$ cat src/rtl/xcmd_pkg.sv
package xcmd_pkg;

    // ------------------------------------------------------------
    // Register offsets
    // ------------------------------------------------------------
    localparam logic [7:0] OFF_COMMAND_ACK = 8'h07;
    localparam logic [7:0] OFF_EXTENDED_COMMAND = 8'h0F;
    localparam logic [7:0] OFF_PARAMETER_VALUE = 8'h10;
    localparam logic [15:0] REG_RESET = 16'h0000;

    // ------------------------------------------------------------
    // Command field positions
    // ------------------------------------------------------------
    localparam int CODE_MSB = 15;
    localparam int CODE_LSB = 8;
    localparam int PNUM_MSB = 7;
    localparam int PNUM_LSB = 0;

    // ------------------------------------------------------------
    // Command codes
    // ------------------------------------------------------------
    localparam logic [7:0] CODE_WRITE_BASE = 8'h80;
    localparam logic [7:0] CODE_READ_BASE = 8'hA0;
    localparam logic [7:0] CODE_SERIAL1_WR = 8'h87;
    localparam logic [7:0] CODE_SERIAL2_WR = 8'h88;
    localparam logic [7:0] CODE_SERIAL1_RD = 8'hA7;
    localparam logic [7:0] CODE_SERIAL2_RD = 8'hA8;
    localparam logic [7:0] CODE_COUNTER_LO = 8'h8F;
    localparam logic [7:0] CODE_COUNTER_HI = 8'h90;
    localparam logic [7:0] CODE_RESERVED_A = 8'hAF;
    localparam logic [7:0] CODE_RESERVED_B = 8'hB0;
    localparam int NUM_POINTS = 14;

    // ------------------------------------------------------------
    // Parameter numbers
    // ------------------------------------------------------------
    localparam logic [7:0] PAR_ENABLE = 8'h01;
    localparam logic [7:0] PAR_IO_TYPE = 8'h02;
    localparam logic [7:0] PAR_DUTY_CYCLE = 8'h04;
    localparam logic [7:0] PAR_THRESHOLD = 8'h08;
    localparam logic [7:0] PAR_HYSTERESIS = 8'h09;
    localparam logic [7:0] PAR_REPORT_TYPE = 8'h0E;
    localparam logic [7:0] PAR_DELTA = 8'h0F;
    localparam logic [7:0] PAR_INVERT = 8'h10;
    localparam logic [7:0] PAR_DEFAULT = 8'h11;
    localparam logic [7:0] PAR_LOW_PASS = 8'h12;
    localparam logic [7:0] PAR_SENSOR_CFG = 8'h14;
    localparam logic [7:0] PAR_COUNTER_EN = 8'h18;

    // ------------------------------------------------------------
    // Field layouts and reset values
    // ------------------------------------------------------------
    localparam int LPF_MEDIAN_BIT = 7;
    localparam int DEF_BIT_POWERUP = 1;
    localparam int DEF_BIT_SYNC = 2;
    localparam int DEF_BIT_HOST = 3;
    localparam int DEF_BIT_GW = 4;
    localparam int DEF_BIT_NODE = 5;
    localparam logic [15:0] DEFAULT_HOLD_LAST = 16'hFFFF;
    localparam logic [1:0] RPT_DISCRETE = 2'h0;
    localparam logic [1:0] RPT_ANALOG = 2'h1;
    localparam logic [1:0] RPT_DOUBLE = 2'h2;
    localparam logic [1:0] CNT_OFF = 2'h0;
    localparam logic [1:0] CNT_16 = 2'h1;
    localparam logic [1:0] CNT_32 = 2'h2;
    localparam int DUTY_TICK_MS = 62;
    localparam int DUTY_TICK_US = 62500;
    localparam int CLK_MHZ = 25;
    localparam int DUTY_TICK_CYC = DUTY_TICK_US * CLK_MHZ;

    // ------------------------------------------------------------
    // Types
    // ------------------------------------------------------------
    typedef enum logic [2:0] {
        CMD_NONE = 3'b001,
        CMD_WRITE = 3'b010,
        CMD_READ = 3'b100
    } cmd_kind_e;

    typedef struct packed {
        logic enable;
        logic [7:0] io_type;
        logic [15:0] duty_cycle;
        logic [15:0] threshold;
        logic [15:0] hysteresis;
        logic [1:0] report_type;
        logic [15:0] delta;
        logic invert;
        logic [15:0] default_value;
        logic [7:0] low_pass;
        logic [15:0] sensor_cfg;
        logic [1:0] counter_en;
    } point_cfg_s;

    typedef struct packed {
        logic power_up;
        logic sync_loss_condition;
        logic host_link_fail;
        logic gw_link_fail;
        logic node_link_fail;
    } fail_events_s;

endpackage : xcmd_pkg

$ cat src/rtl/point_output.sv
`timescale 1ns/100ps
module point_output #(
    parameter int TICK_CYC = 1562500
) (
    input wire logic ref_clk,
    input wire logic rst,
    input wire xcmd_pkg::point_cfg_s cfg,
    input wire xcmd_pkg::fail_events_s events,
    input wire logic cmd_value,
    input wire logic gw_fail_point,
    input wire logic sensed_in,
    input wire logic [15:0] analog_in,
    output logic out_level,
    output logic eval_level
);
    import xcmd_pkg::*;

    logic state_q;
    logic applied_q;
    logic [$clog2(TICK_CYC+1)-1:0] tick_q;
    logic [3:0] slot_q;
    logic analog_on_q;
    logic hold_last;
    logic force_default;

    // ------------------------------------------------------------
    // Output state and failure defaults
    // ------------------------------------------------------------
    assign hold_last = (cfg.default_value == DEFAULT_HOLD_LAST);
    assign force_default = (events.sync_loss_condition && cfg.default_value[DEF_BIT_SYNC])
        || (events.host_link_fail && cfg.default_value[DEF_BIT_HOST])
        || (events.gw_link_fail && gw_fail_point && cfg.default_value[DEF_BIT_GW])
        || (events.node_link_fail && cfg.default_value[DEF_BIT_NODE]);

    always_ff @(posedge ref_clk) begin
        if (rst) begin
            state_q <= 1'b0;
        end else if (events.power_up) begin
            state_q <= cfg.default_value[DEF_BIT_POWERUP] ? cfg.default_value[0] : 1'b0;
        end else if (force_default && !hold_last) begin
            state_q <= cfg.default_value[0];
        end else begin
            state_q <= cmd_value;
        end
    end

    // ------------------------------------------------------------
    // Duty cycle in sixteenths of a second
    // ------------------------------------------------------------
    always_ff @(posedge ref_clk) begin
        if (rst) begin
            tick_q <= '0;
            slot_q <= 4'h0;
        end else if (tick_q == ($bits(tick_q))'(TICK_CYC - 1)) begin
            tick_q <= '0;
            slot_q <= slot_q + 4'h1;
        end else begin
            tick_q <= tick_q + 1'b1;
        end
    end

    always_ff @(posedge ref_clk) begin
        if (rst) begin
            out_level <= 1'b0;
        end else if (!cfg.enable) begin
            out_level <= 1'b0;
        end else if (cfg.duty_cycle != 16'h0000) begin
            out_level <= state_q & cfg.duty_cycle[slot_q];
        end else begin
            out_level <= state_q;
        end
    end

    // ------------------------------------------------------------
    // Input evaluation with threshold and hysteresis
    // ------------------------------------------------------------
    always_ff @(posedge ref_clk) begin
        if (rst) begin
            analog_on_q <= 1'b0;
        end else if (cfg.threshold == 16'h0000) begin
            analog_on_q <= 1'b0;
        end else if (analog_in >= cfg.threshold) begin
            analog_on_q <= 1'b1;
        end else if ({1'b0, analog_in} + {1'b0, cfg.hysteresis} < {1'b0, cfg.threshold}) begin
            analog_on_q <= 1'b0;
        end
    end

    always_ff @(posedge ref_clk) begin
        if (rst) begin
            eval_level <= 1'b0;
        end else if (cfg.report_type == RPT_DISCRETE) begin
            eval_level <= cfg.enable & (sensed_in ^ cfg.invert);
        end else begin
            eval_level <= cfg.enable & (analog_on_q ^ cfg.invert);
        end
    end

endmodule : point_output

$ cat src/rtl/io_param_extended_command_unit.sv
`timescale 1ns/100ps
module io_param_extended_command_unit #(
    parameter int TICK_CYC = xcmd_pkg::DUTY_TICK_CYC
) (
    input wire logic ref_clk,
    input wire logic rst,
    input wire logic reg_wr,
    input wire logic reg_rd,
    input wire logic [7:0] reg_addr,
    input wire logic [15:0] reg_wdata,
    output logic [15:0] reg_rdata,
    output logic reg_rvalid,
    input wire xcmd_pkg::fail_events_s events,
    input wire logic [xcmd_pkg::NUM_POINTS-1:0] gw_fail_mask,
    input wire logic [xcmd_pkg::NUM_POINTS-1:0] cmd_values,
    input wire logic [xcmd_pkg::NUM_POINTS-1:0] sensed_in,
    input wire logic [15:0] analog_in,
    input wire logic [15:0] counter_value,
    output logic [xcmd_pkg::NUM_POINTS-1:0] out_level,
    output logic [xcmd_pkg::NUM_POINTS-1:0] eval_level,
    output logic [xcmd_pkg::NUM_POINTS-1:0] median_en,
    output logic [2:0] filter_mag [xcmd_pkg::NUM_POINTS],
    output logic [15:0] counter_preset,
    output logic counter_lo_wr,
    output logic counter_hi_wr,
    output logic [1:0] serial_wr,
    output logic [15:0] serial_data,
    output logic cfg_error
);
    import xcmd_pkg::*;

    logic [15:0] command_q;
    logic [15:0] ack_q;
    logic [15:0] value_q;
    point_cfg_s cfg_q [NUM_POINTS];
    logic [15:0] serial_q [2];
    logic [7:0] code;
    logic [7:0] pnum;
    cmd_kind_e kind;
    logic [4:0] point;
    logic cmd_wr;
    logic [15:0] rd_value;

    // ------------------------------------------------------------
    // Command decoding
    // ------------------------------------------------------------
    function automatic logic point_valid(input logic [4:0] p);
        point_valid = (p >= 5'd1 && p <= 5'd6) || (p >= 5'd9 && p <= 5'd14);
    endfunction : point_valid

    function automatic cmd_kind_e decode_kind(input logic [7:0] c);
        if (c == CODE_RESERVED_A || c == CODE_RESERVED_B) begin
            decode_kind = CMD_NONE;
        end else if (c[7:5] == CODE_WRITE_BASE[7:5] && point_valid(c[4:0])) begin
            decode_kind = CMD_WRITE;
        end else if (c[7:5] == CODE_READ_BASE[7:5] && point_valid(c[4:0])) begin
            decode_kind = CMD_READ;
        end else if (c == CODE_SERIAL1_WR || c == CODE_SERIAL2_WR) begin
            decode_kind = CMD_WRITE;
        end else if (c == CODE_SERIAL1_RD || c == CODE_SERIAL2_RD) begin
            decode_kind = CMD_READ;
        end else if (c == CODE_COUNTER_LO || c == CODE_COUNTER_HI) begin
            decode_kind = CMD_WRITE;
        end else begin
            decode_kind = CMD_NONE;
        end
    endfunction : decode_kind

    assign cmd_wr = reg_wr && (reg_addr == OFF_EXTENDED_COMMAND);
    assign code = reg_wdata[CODE_MSB:CODE_LSB];
    assign pnum = reg_wdata[PNUM_MSB:PNUM_LSB];
    assign kind = cmd_wr ? decode_kind(code) : CMD_NONE;
    assign point = code[4:0];

    // ------------------------------------------------------------
    // Host registers
    // ------------------------------------------------------------
    always_ff @(posedge ref_clk) begin
        if (rst) begin
            command_q <= REG_RESET;
        end else if (cmd_wr) begin
            command_q <= reg_wdata;
        end
    end

    always_ff @(posedge ref_clk) begin
        if (rst) begin
            ack_q <= REG_RESET;
        end else if (kind != CMD_NONE) begin
            ack_q <= reg_wdata;
        end
    end

    always_ff @(posedge ref_clk) begin
        if (rst) begin
            value_q <= REG_RESET;
        end else if (kind == CMD_READ) begin
            value_q <= rd_value;
        end else if (reg_wr && reg_addr == OFF_PARAMETER_VALUE) begin
            value_q <= reg_wdata;
        end
    end

    // ------------------------------------------------------------
    // Parameter read mux
    // ------------------------------------------------------------
    always_comb begin
        rd_value = 16'h0000;
        if (code == CODE_SERIAL1_RD) begin
            rd_value = serial_q[0];
        end else if (code == CODE_SERIAL2_RD) begin
            rd_value = serial_q[1];
        end else if (point_valid(point)) begin
            case (pnum)
                PAR_ENABLE: rd_value = {15'h0000, cfg_q[point-1].enable};
                PAR_IO_TYPE: rd_value = {8'h00, cfg_q[point-1].io_type};
                PAR_DUTY_CYCLE: rd_value = cfg_q[point-1].duty_cycle;
                PAR_THRESHOLD: rd_value = cfg_q[point-1].threshold;
                PAR_HYSTERESIS: rd_value = cfg_q[point-1].hysteresis;
                PAR_REPORT_TYPE: rd_value = {14'h0000, cfg_q[point-1].report_type};
                PAR_DELTA: rd_value = cfg_q[point-1].delta;
                PAR_INVERT: rd_value = {15'h0000, cfg_q[point-1].invert};
                PAR_DEFAULT: rd_value = cfg_q[point-1].default_value;
                PAR_LOW_PASS: rd_value = {8'h00, cfg_q[point-1].low_pass};
                PAR_SENSOR_CFG: rd_value = cfg_q[point-1].sensor_cfg;
                PAR_COUNTER_EN: rd_value = {14'h0000, cfg_q[point-1].counter_en};
                default: rd_value = 16'h0000;
            endcase
        end
    end

    always_ff @(posedge ref_clk) begin
        if (rst) begin
            reg_rdata <= 16'h0000;
            reg_rvalid <= 1'b0;
        end else begin
            reg_rvalid <= reg_rd;
            if (reg_addr == OFF_COMMAND_ACK) begin
                reg_rdata <= ack_q;
            end else if (reg_addr == OFF_EXTENDED_COMMAND) begin
                reg_rdata <= command_q;
            end else if (reg_addr == OFF_PARAMETER_VALUE) begin
                reg_rdata <= value_q;
            end else begin
                reg_rdata <= 16'h0000;
            end
        end
    end

    // ------------------------------------------------------------
    // Serial and counter writes
    // ------------------------------------------------------------
    always_ff @(posedge ref_clk) begin
        if (rst) begin
            serial_q[0] <= 16'h0000;
            serial_q[1] <= 16'h0000;
            serial_wr <= 2'b00;
            serial_data <= 16'h0000;
            counter_lo_wr <= 1'b0;
            counter_hi_wr <= 1'b0;
            counter_preset <= 16'h0000;
        end else begin
            serial_wr <= 2'b00;
            counter_lo_wr <= 1'b0;
            counter_hi_wr <= 1'b0;
            if (kind == CMD_WRITE && code == CODE_SERIAL1_WR) begin
                serial_q[0] <= value_q;
                serial_wr <= 2'b01;
                serial_data <= value_q;
            end else if (kind == CMD_WRITE && code == CODE_SERIAL2_WR) begin
                serial_q[1] <= value_q;
                serial_wr <= 2'b10;
                serial_data <= value_q;
            end else if (kind == CMD_WRITE && code == CODE_COUNTER_LO) begin
                counter_lo_wr <= 1'b1;
                counter_preset <= value_q;
            end else if (kind == CMD_WRITE && code == CODE_COUNTER_HI) begin
                counter_hi_wr <= 1'b1;
                counter_preset <= value_q;
            end
        end
    end

    // ------------------------------------------------------------
    // Per-point parameter storage and output logic
    // ------------------------------------------------------------
    generate
        for (genvar i = 0; i < NUM_POINTS; i++) begin : g_point
            logic sel;
            assign sel = (kind == CMD_WRITE) && (code[7:5] == CODE_WRITE_BASE[7:5])
                && point_valid(point) && (point == 5'(i + 1));

            always_ff @(posedge ref_clk) begin
                if (rst) begin
                    cfg_q[i] <= '0;
                    cfg_q[i].report_type <= RPT_ANALOG;
                end else if (sel) begin
                    case (pnum)
                        PAR_ENABLE: cfg_q[i].enable <= value_q[0];
                        PAR_IO_TYPE: cfg_q[i].io_type <= value_q[7:0];
                        PAR_DUTY_CYCLE: cfg_q[i].duty_cycle <= value_q;
                        PAR_THRESHOLD: cfg_q[i].threshold <= value_q;
                        PAR_HYSTERESIS: cfg_q[i].hysteresis <= value_q;
                        PAR_REPORT_TYPE: cfg_q[i].report_type <= value_q[1:0];
                        PAR_DELTA: cfg_q[i].delta <= value_q;
                        PAR_INVERT: cfg_q[i].invert <= value_q[0];
                        PAR_DEFAULT: cfg_q[i].default_value <= value_q;
                        PAR_LOW_PASS: cfg_q[i].low_pass <= value_q[7:0];
                        PAR_SENSOR_CFG: cfg_q[i].sensor_cfg <= value_q;
                        PAR_COUNTER_EN: cfg_q[i].counter_en <= value_q[1:0];
                        default: cfg_q[i].enable <= cfg_q[i].enable;
                    endcase
                end
            end

            assign median_en[i] = cfg_q[i].low_pass[LPF_MEDIAN_BIT];
            assign filter_mag[i] = cfg_q[i].low_pass[2:0];

            point_output #(
                .TICK_CYC(TICK_CYC)
            ) u_point (
                .ref_clk(ref_clk),
                .rst(rst),
                .cfg(cfg_q[i]),
                .events(events),
                .cmd_value(cmd_values[i]),
                .gw_fail_point(gw_fail_mask[i]),
                .sensed_in(sensed_in[i]),
                .analog_in(analog_in),
                .out_level(out_level[i]),
                .eval_level(eval_level[i])
            );
        end
    endgenerate

    // ------------------------------------------------------------
    // Configuration consistency
    // ------------------------------------------------------------
    always_ff @(posedge ref_clk) begin
        if (rst) begin
            cfg_error <= 1'b0;
        end else begin
            cfg_error <= 1'b0;
            for (int k = 0; k < NUM_POINTS; k++) begin
                if (cfg_q[k].enable && cfg_q[k].io_type == 8'h00) begin
                    cfg_error <= 1'b1;
                end
                if (cfg_q[k].counter_en == CNT_16 && cfg_q[k].report_type != RPT_ANALOG) begin
                    cfg_error <= 1'b1;
                end
                if (cfg_q[k].counter_en == CNT_32 && cfg_q[k].report_type != RPT_DOUBLE) begin
                    cfg_error <= 1'b1;
                end
            end
        end
    end

endmodule : io_param_extended_command_unit

$ cat config.mk
export PLATFORM = sky130hd
export DESIGN_NAME = io_param_extended_command_unit
export DESIGN_NICKNAME = d
export VERILOG_FILES = /design/src/rtl/xcmd_pkg.sv /design/src/rtl/point_output.sv /design/src/rtl/io_param_extended_command_unit.sv
export SDC_FILE = /design/constraint.sdc
export NUM_CORES = 2
export LEC_CHECK = 0
export ABC_AREA = 1
export BUFFER_PORTS_ARGS = -buffer_cell sky130_fd_sc_hd__buf_4
export CORE_MARGIN = 8
export CORE_UTILIZATION = 35
export CTS_CLUSTER_SIZE = 14
export DETAILED_ROUTE_END_ITERATION = 16
export MAX_ROUTING_LAYER = met4
export SYNTH_ARGS = -nofsm -noshare
export SYNTH_HDL_FRONTEND = slang
export SYNTH_SLANG_ARGS = --single-unit
$ cat constraint.sdc
create_clock -name ref_clk -period 10.25 [get_ports ref_clk]
set_clock_uncertainty 0.2 [all_clocks]
set_input_delay 1.025 -clock ref_clk [delete_from_list [all_inputs] [get_ports ref_clk]]
set_output_delay 1.025 -clock ref_clk [all_outputs]
set_load 0.01 [all_outputs]
==> flow_metrics.tcl <==
set metrics [dict create \
    status "finished clean" \
    antenna_found_initial 27 \
    insertion_delay_ns 0.95 \
    period_share_pct 54.2 \
    htreeDepth 4 \
    r2r_cells 18 \
    rows 219 \
    place.gp.congestion 0.978 \
    tightest_slew_ns 1.24 \
    worstPathCellList "buf_8, inv_8, ha_4, buf_4, buf_4, nand3_1, nand3_1, nand2_1, a21oi_1, nor2_1, a21oi_1, nand2_1, nand2_1, nand2_1, nand2_1, a21oi_1" \
    synth_area_per_cell_um2 8.33 \
    hold_class "in2reg" \
    start_kind "primary input" \
    clock.fmax_mhz 180 \
    crit_arrival_ns 6.18 \
    hpwl_mm 309 \
    synth.area.top_cells "edfxtp_1, nand2_1, dfxtp_1" \
    vias 107118 \
    grt_setup_unrepaired "no" \
    ys_warn_count 0 \
    fp.dieW_um 613 \
    critical_path.max_fanout 78 \
    cts_resized 0 \
    drt-initial-drc-count 13014 \
    min_path_cells 3 \
    cts_inserted_buffers 242 \
    tns_ns 0 \
    placed_cell_area_mm2 0.130 \
    clock-sinks 2192 \
    grt_start_max_net_pins 165 \
    wl_per_cell_um 23.4 \
    clockBufferDepth 4 \
    grt_util_all_layers_pct 24.1 \
    area_growth_pct 10.7 \
    drv_slew 0 \
    synth_edf_count 1684 \
    crit_path_top_delay_cell "buf_4" \
    cp-end-kind "flop" \
    synthCells 14974 \
    grt_pass1_wl_mm 659 \
    drc 0 \
    start_util_pct 35.1 \
    yosysSeqAreaShare_pct 48.7 \
    die_h_um 613 \
    maxCapViolCount 0 \
    synthFlopType "edfxtp_1" \
    yosysMostFrequentCell "nand2_1" \
    detail-route-antenna-nets 0 \
    required_ns 10.87 \
    critPathMaxStageDelay_ns 0.81 \
    synth-async-reset-ratio_pct 0 \
    wirelength_mm 460 \
    synth_area_mm2 0.125 \
    finalSetupViolCount 0 \
    ys_types 65 \
    p_per_area_mw_per_mm2 158 \
    core_mm2 0.355 \
    finalHoldViolCount 0 \
    first_pass_iters 7 \
    layout-drive-gt1-share_pct 6.79 \
    crit_cells 16 \
    synth.largest_area_cell "edfxtp_1" \
    worstSetupPathType "in2reg" \
    cts_tree "built" \
    cts_setup_buffers 0 \
    clk_pin_slew_ns 0.06 \
    ys_ff_latch 2192 \
    slew_headroom_pct 17.1 \
    num-nets-final 15532 \
    io_pins 245 \
    synth_top_cell_area_share_pct 40.5 \
    grt_pass1_vias 98991 \
    max-vdd-ir-drop_mv 0.144 \
    leakagePower_nw 52.1 \
    crit_top_cell "nand2_1" \
    synth_common_cells "nand2_1, nor2_1, edfxtp_1" \
    grt_remaining_overflow 0 \
    min_period_ns 5.56 \
    cts-root-buf "clkbuf_16" \
    dieArea_mm2 0.376 \
    vias_per_cell 5.44 \
    hold_buffers 0 \
    io_buffers 228 \
    cp.buffers_inverters 4 \
    cp_top_family "buffers and inverters" \
    fin_area_mm2 0.138 \
    synth_nets 15786 \
]
per-stage QoR:
| stage | setup slack, ns | std cells | hold WS (ns) | utilization, % | power (mW) |
|---|---|---|---|---|---|
| detailed placement | 4.13 | 19227 | 0.234 | 36.5 | 12.8 |
| CTS | 5.14 | 19680 | 0.0650 | 38.9 | 21.8 |
| floorplan | 5.05 | 14974 | 0.213 | - | 11.8 |
| global placement | 4.10 | 19227 | 0.227 | 36.5 | 12.7 |
| global route | 4.76 | 19692 | 0.119 | 38.9 | 22.5 |
| finish | 4.69 | 19702 | 0.120 | 38.9 | 21.8 |
registers in the layout, summed over array words and instances (netlist names), 2 cells and up:
| register | flops |
|---|---|
| ack_q | 16 |
| cfg_q | 1652 |
| command_q | 16 |
| counter_preset | 16 |
| g_point.u_point.analog_on_q | 14 |
| g_point.u_point.eval_level | 14 |
| g_point.u_point.out_level | 14 |
| g_point.u_point.slot_q | 56 |
| g_point.u_point.state_q | 14 |
| g_point.u_point.tick_q | 294 |
| reg_rdata | 16 |
| serial_data | 16 |
| serial_q | 32 |
| serial_wr | 2 |
| value_q | 16 |
layout by cell type, fill, tap and decap left out, types with 35 or more instances in the layout:
cell,netlist,routed
clkbuf_1,582,39
clkinv_2,0,55
nor4_1,133,133
o211ai_1,78,78
nor3b_1,53,53
clkinv_1,19,38
nor2_1,2321,2321
o21a_1,38,38
clkbuf_16,0,252
nor3_1,269,269
xnor2_1,87,87
nor2_2,56,56
dfxtp_1,508,508
o21ai_0,695,672
nand2_1,2903,2898
a211oi_1,59,59
inv_1,1206,1198
xor2_1,181,181
or2_2,82,82
buf_4,85,342
a21oi_1,927,927
ha_1,691,690
nand2_2,34,35
nand4_1,279,279
edfxtp_1,1684,1684
nand3_1,1545,1544
per-layer routing:
layer	vias to the layer above	routed length (um)	part of all wire, %	global-route usage (%)
li1	50345	-	-	-
met1	50636	187000	41	31.1
met2	5084	199000	43	35.9
met3	1053	43200	9.4	3.97
met4	0	31300	6.8	13.7
met5	-	0	0	-
tightest hold or removal path: stages:
cell and delay, ns:
buf_4 0.07, inv_1 0.03, nor2_1 0.07
final timing paths:
path	startpoint	end	slack (ns)
worst max register to register	cfg_q[0][61]	g_point[0].u_point.analog_on_q	6.40
worst max-delay path	reg_wdata[8]	value_q[9]	4.69
worst min register to register	g_point[13].u_point.tick_q[0]	g_point[13].u_point.tick_q[0]	0.24
worst min-delay path	reg_rd	reg_rvalid	0.12
cell type report:
cell class              count  area, um2
fillers                 35844     217000
flip-flops and latches   2192      60700
multi-input cells       10688      55600
clock buffers             310       6700
well taps                4751       5940
inverters                1245       4780
repair buffers            351       2740
clock inverters           143       1580
diodes                     22       55.1
where the power goes:
group	leakage (nW)	switching (mW)	internal [mW]	total [mW]
combinational	26.6	1.85	0.791	2.65
sequential	21.5	0.184	9.80	9.98
clock	4.06	3.87	5.31	9.19
cell families (layout without fill, tap and decap cells):
kind of cell / after synthesis / after routing / synth area share, %
AO/OA/AOI/OAI: 1963 / 1963 / 8.61
XOR/XNOR: 268 / 268 / 1.88
adder cells (fa/ha/maj): 705 / 705 / 7.15
buffers and inverters: 2094 / 2049 / 6.82
flip-flops: 2192 / 2192 / 48.7
multiplexers: 13 / 13 / 0.117
other: 0 / 22 / 0
AND/OR/NAND/NOR: 7739 / 7739 / 26.7
Power figures use the tool's default switching activity.
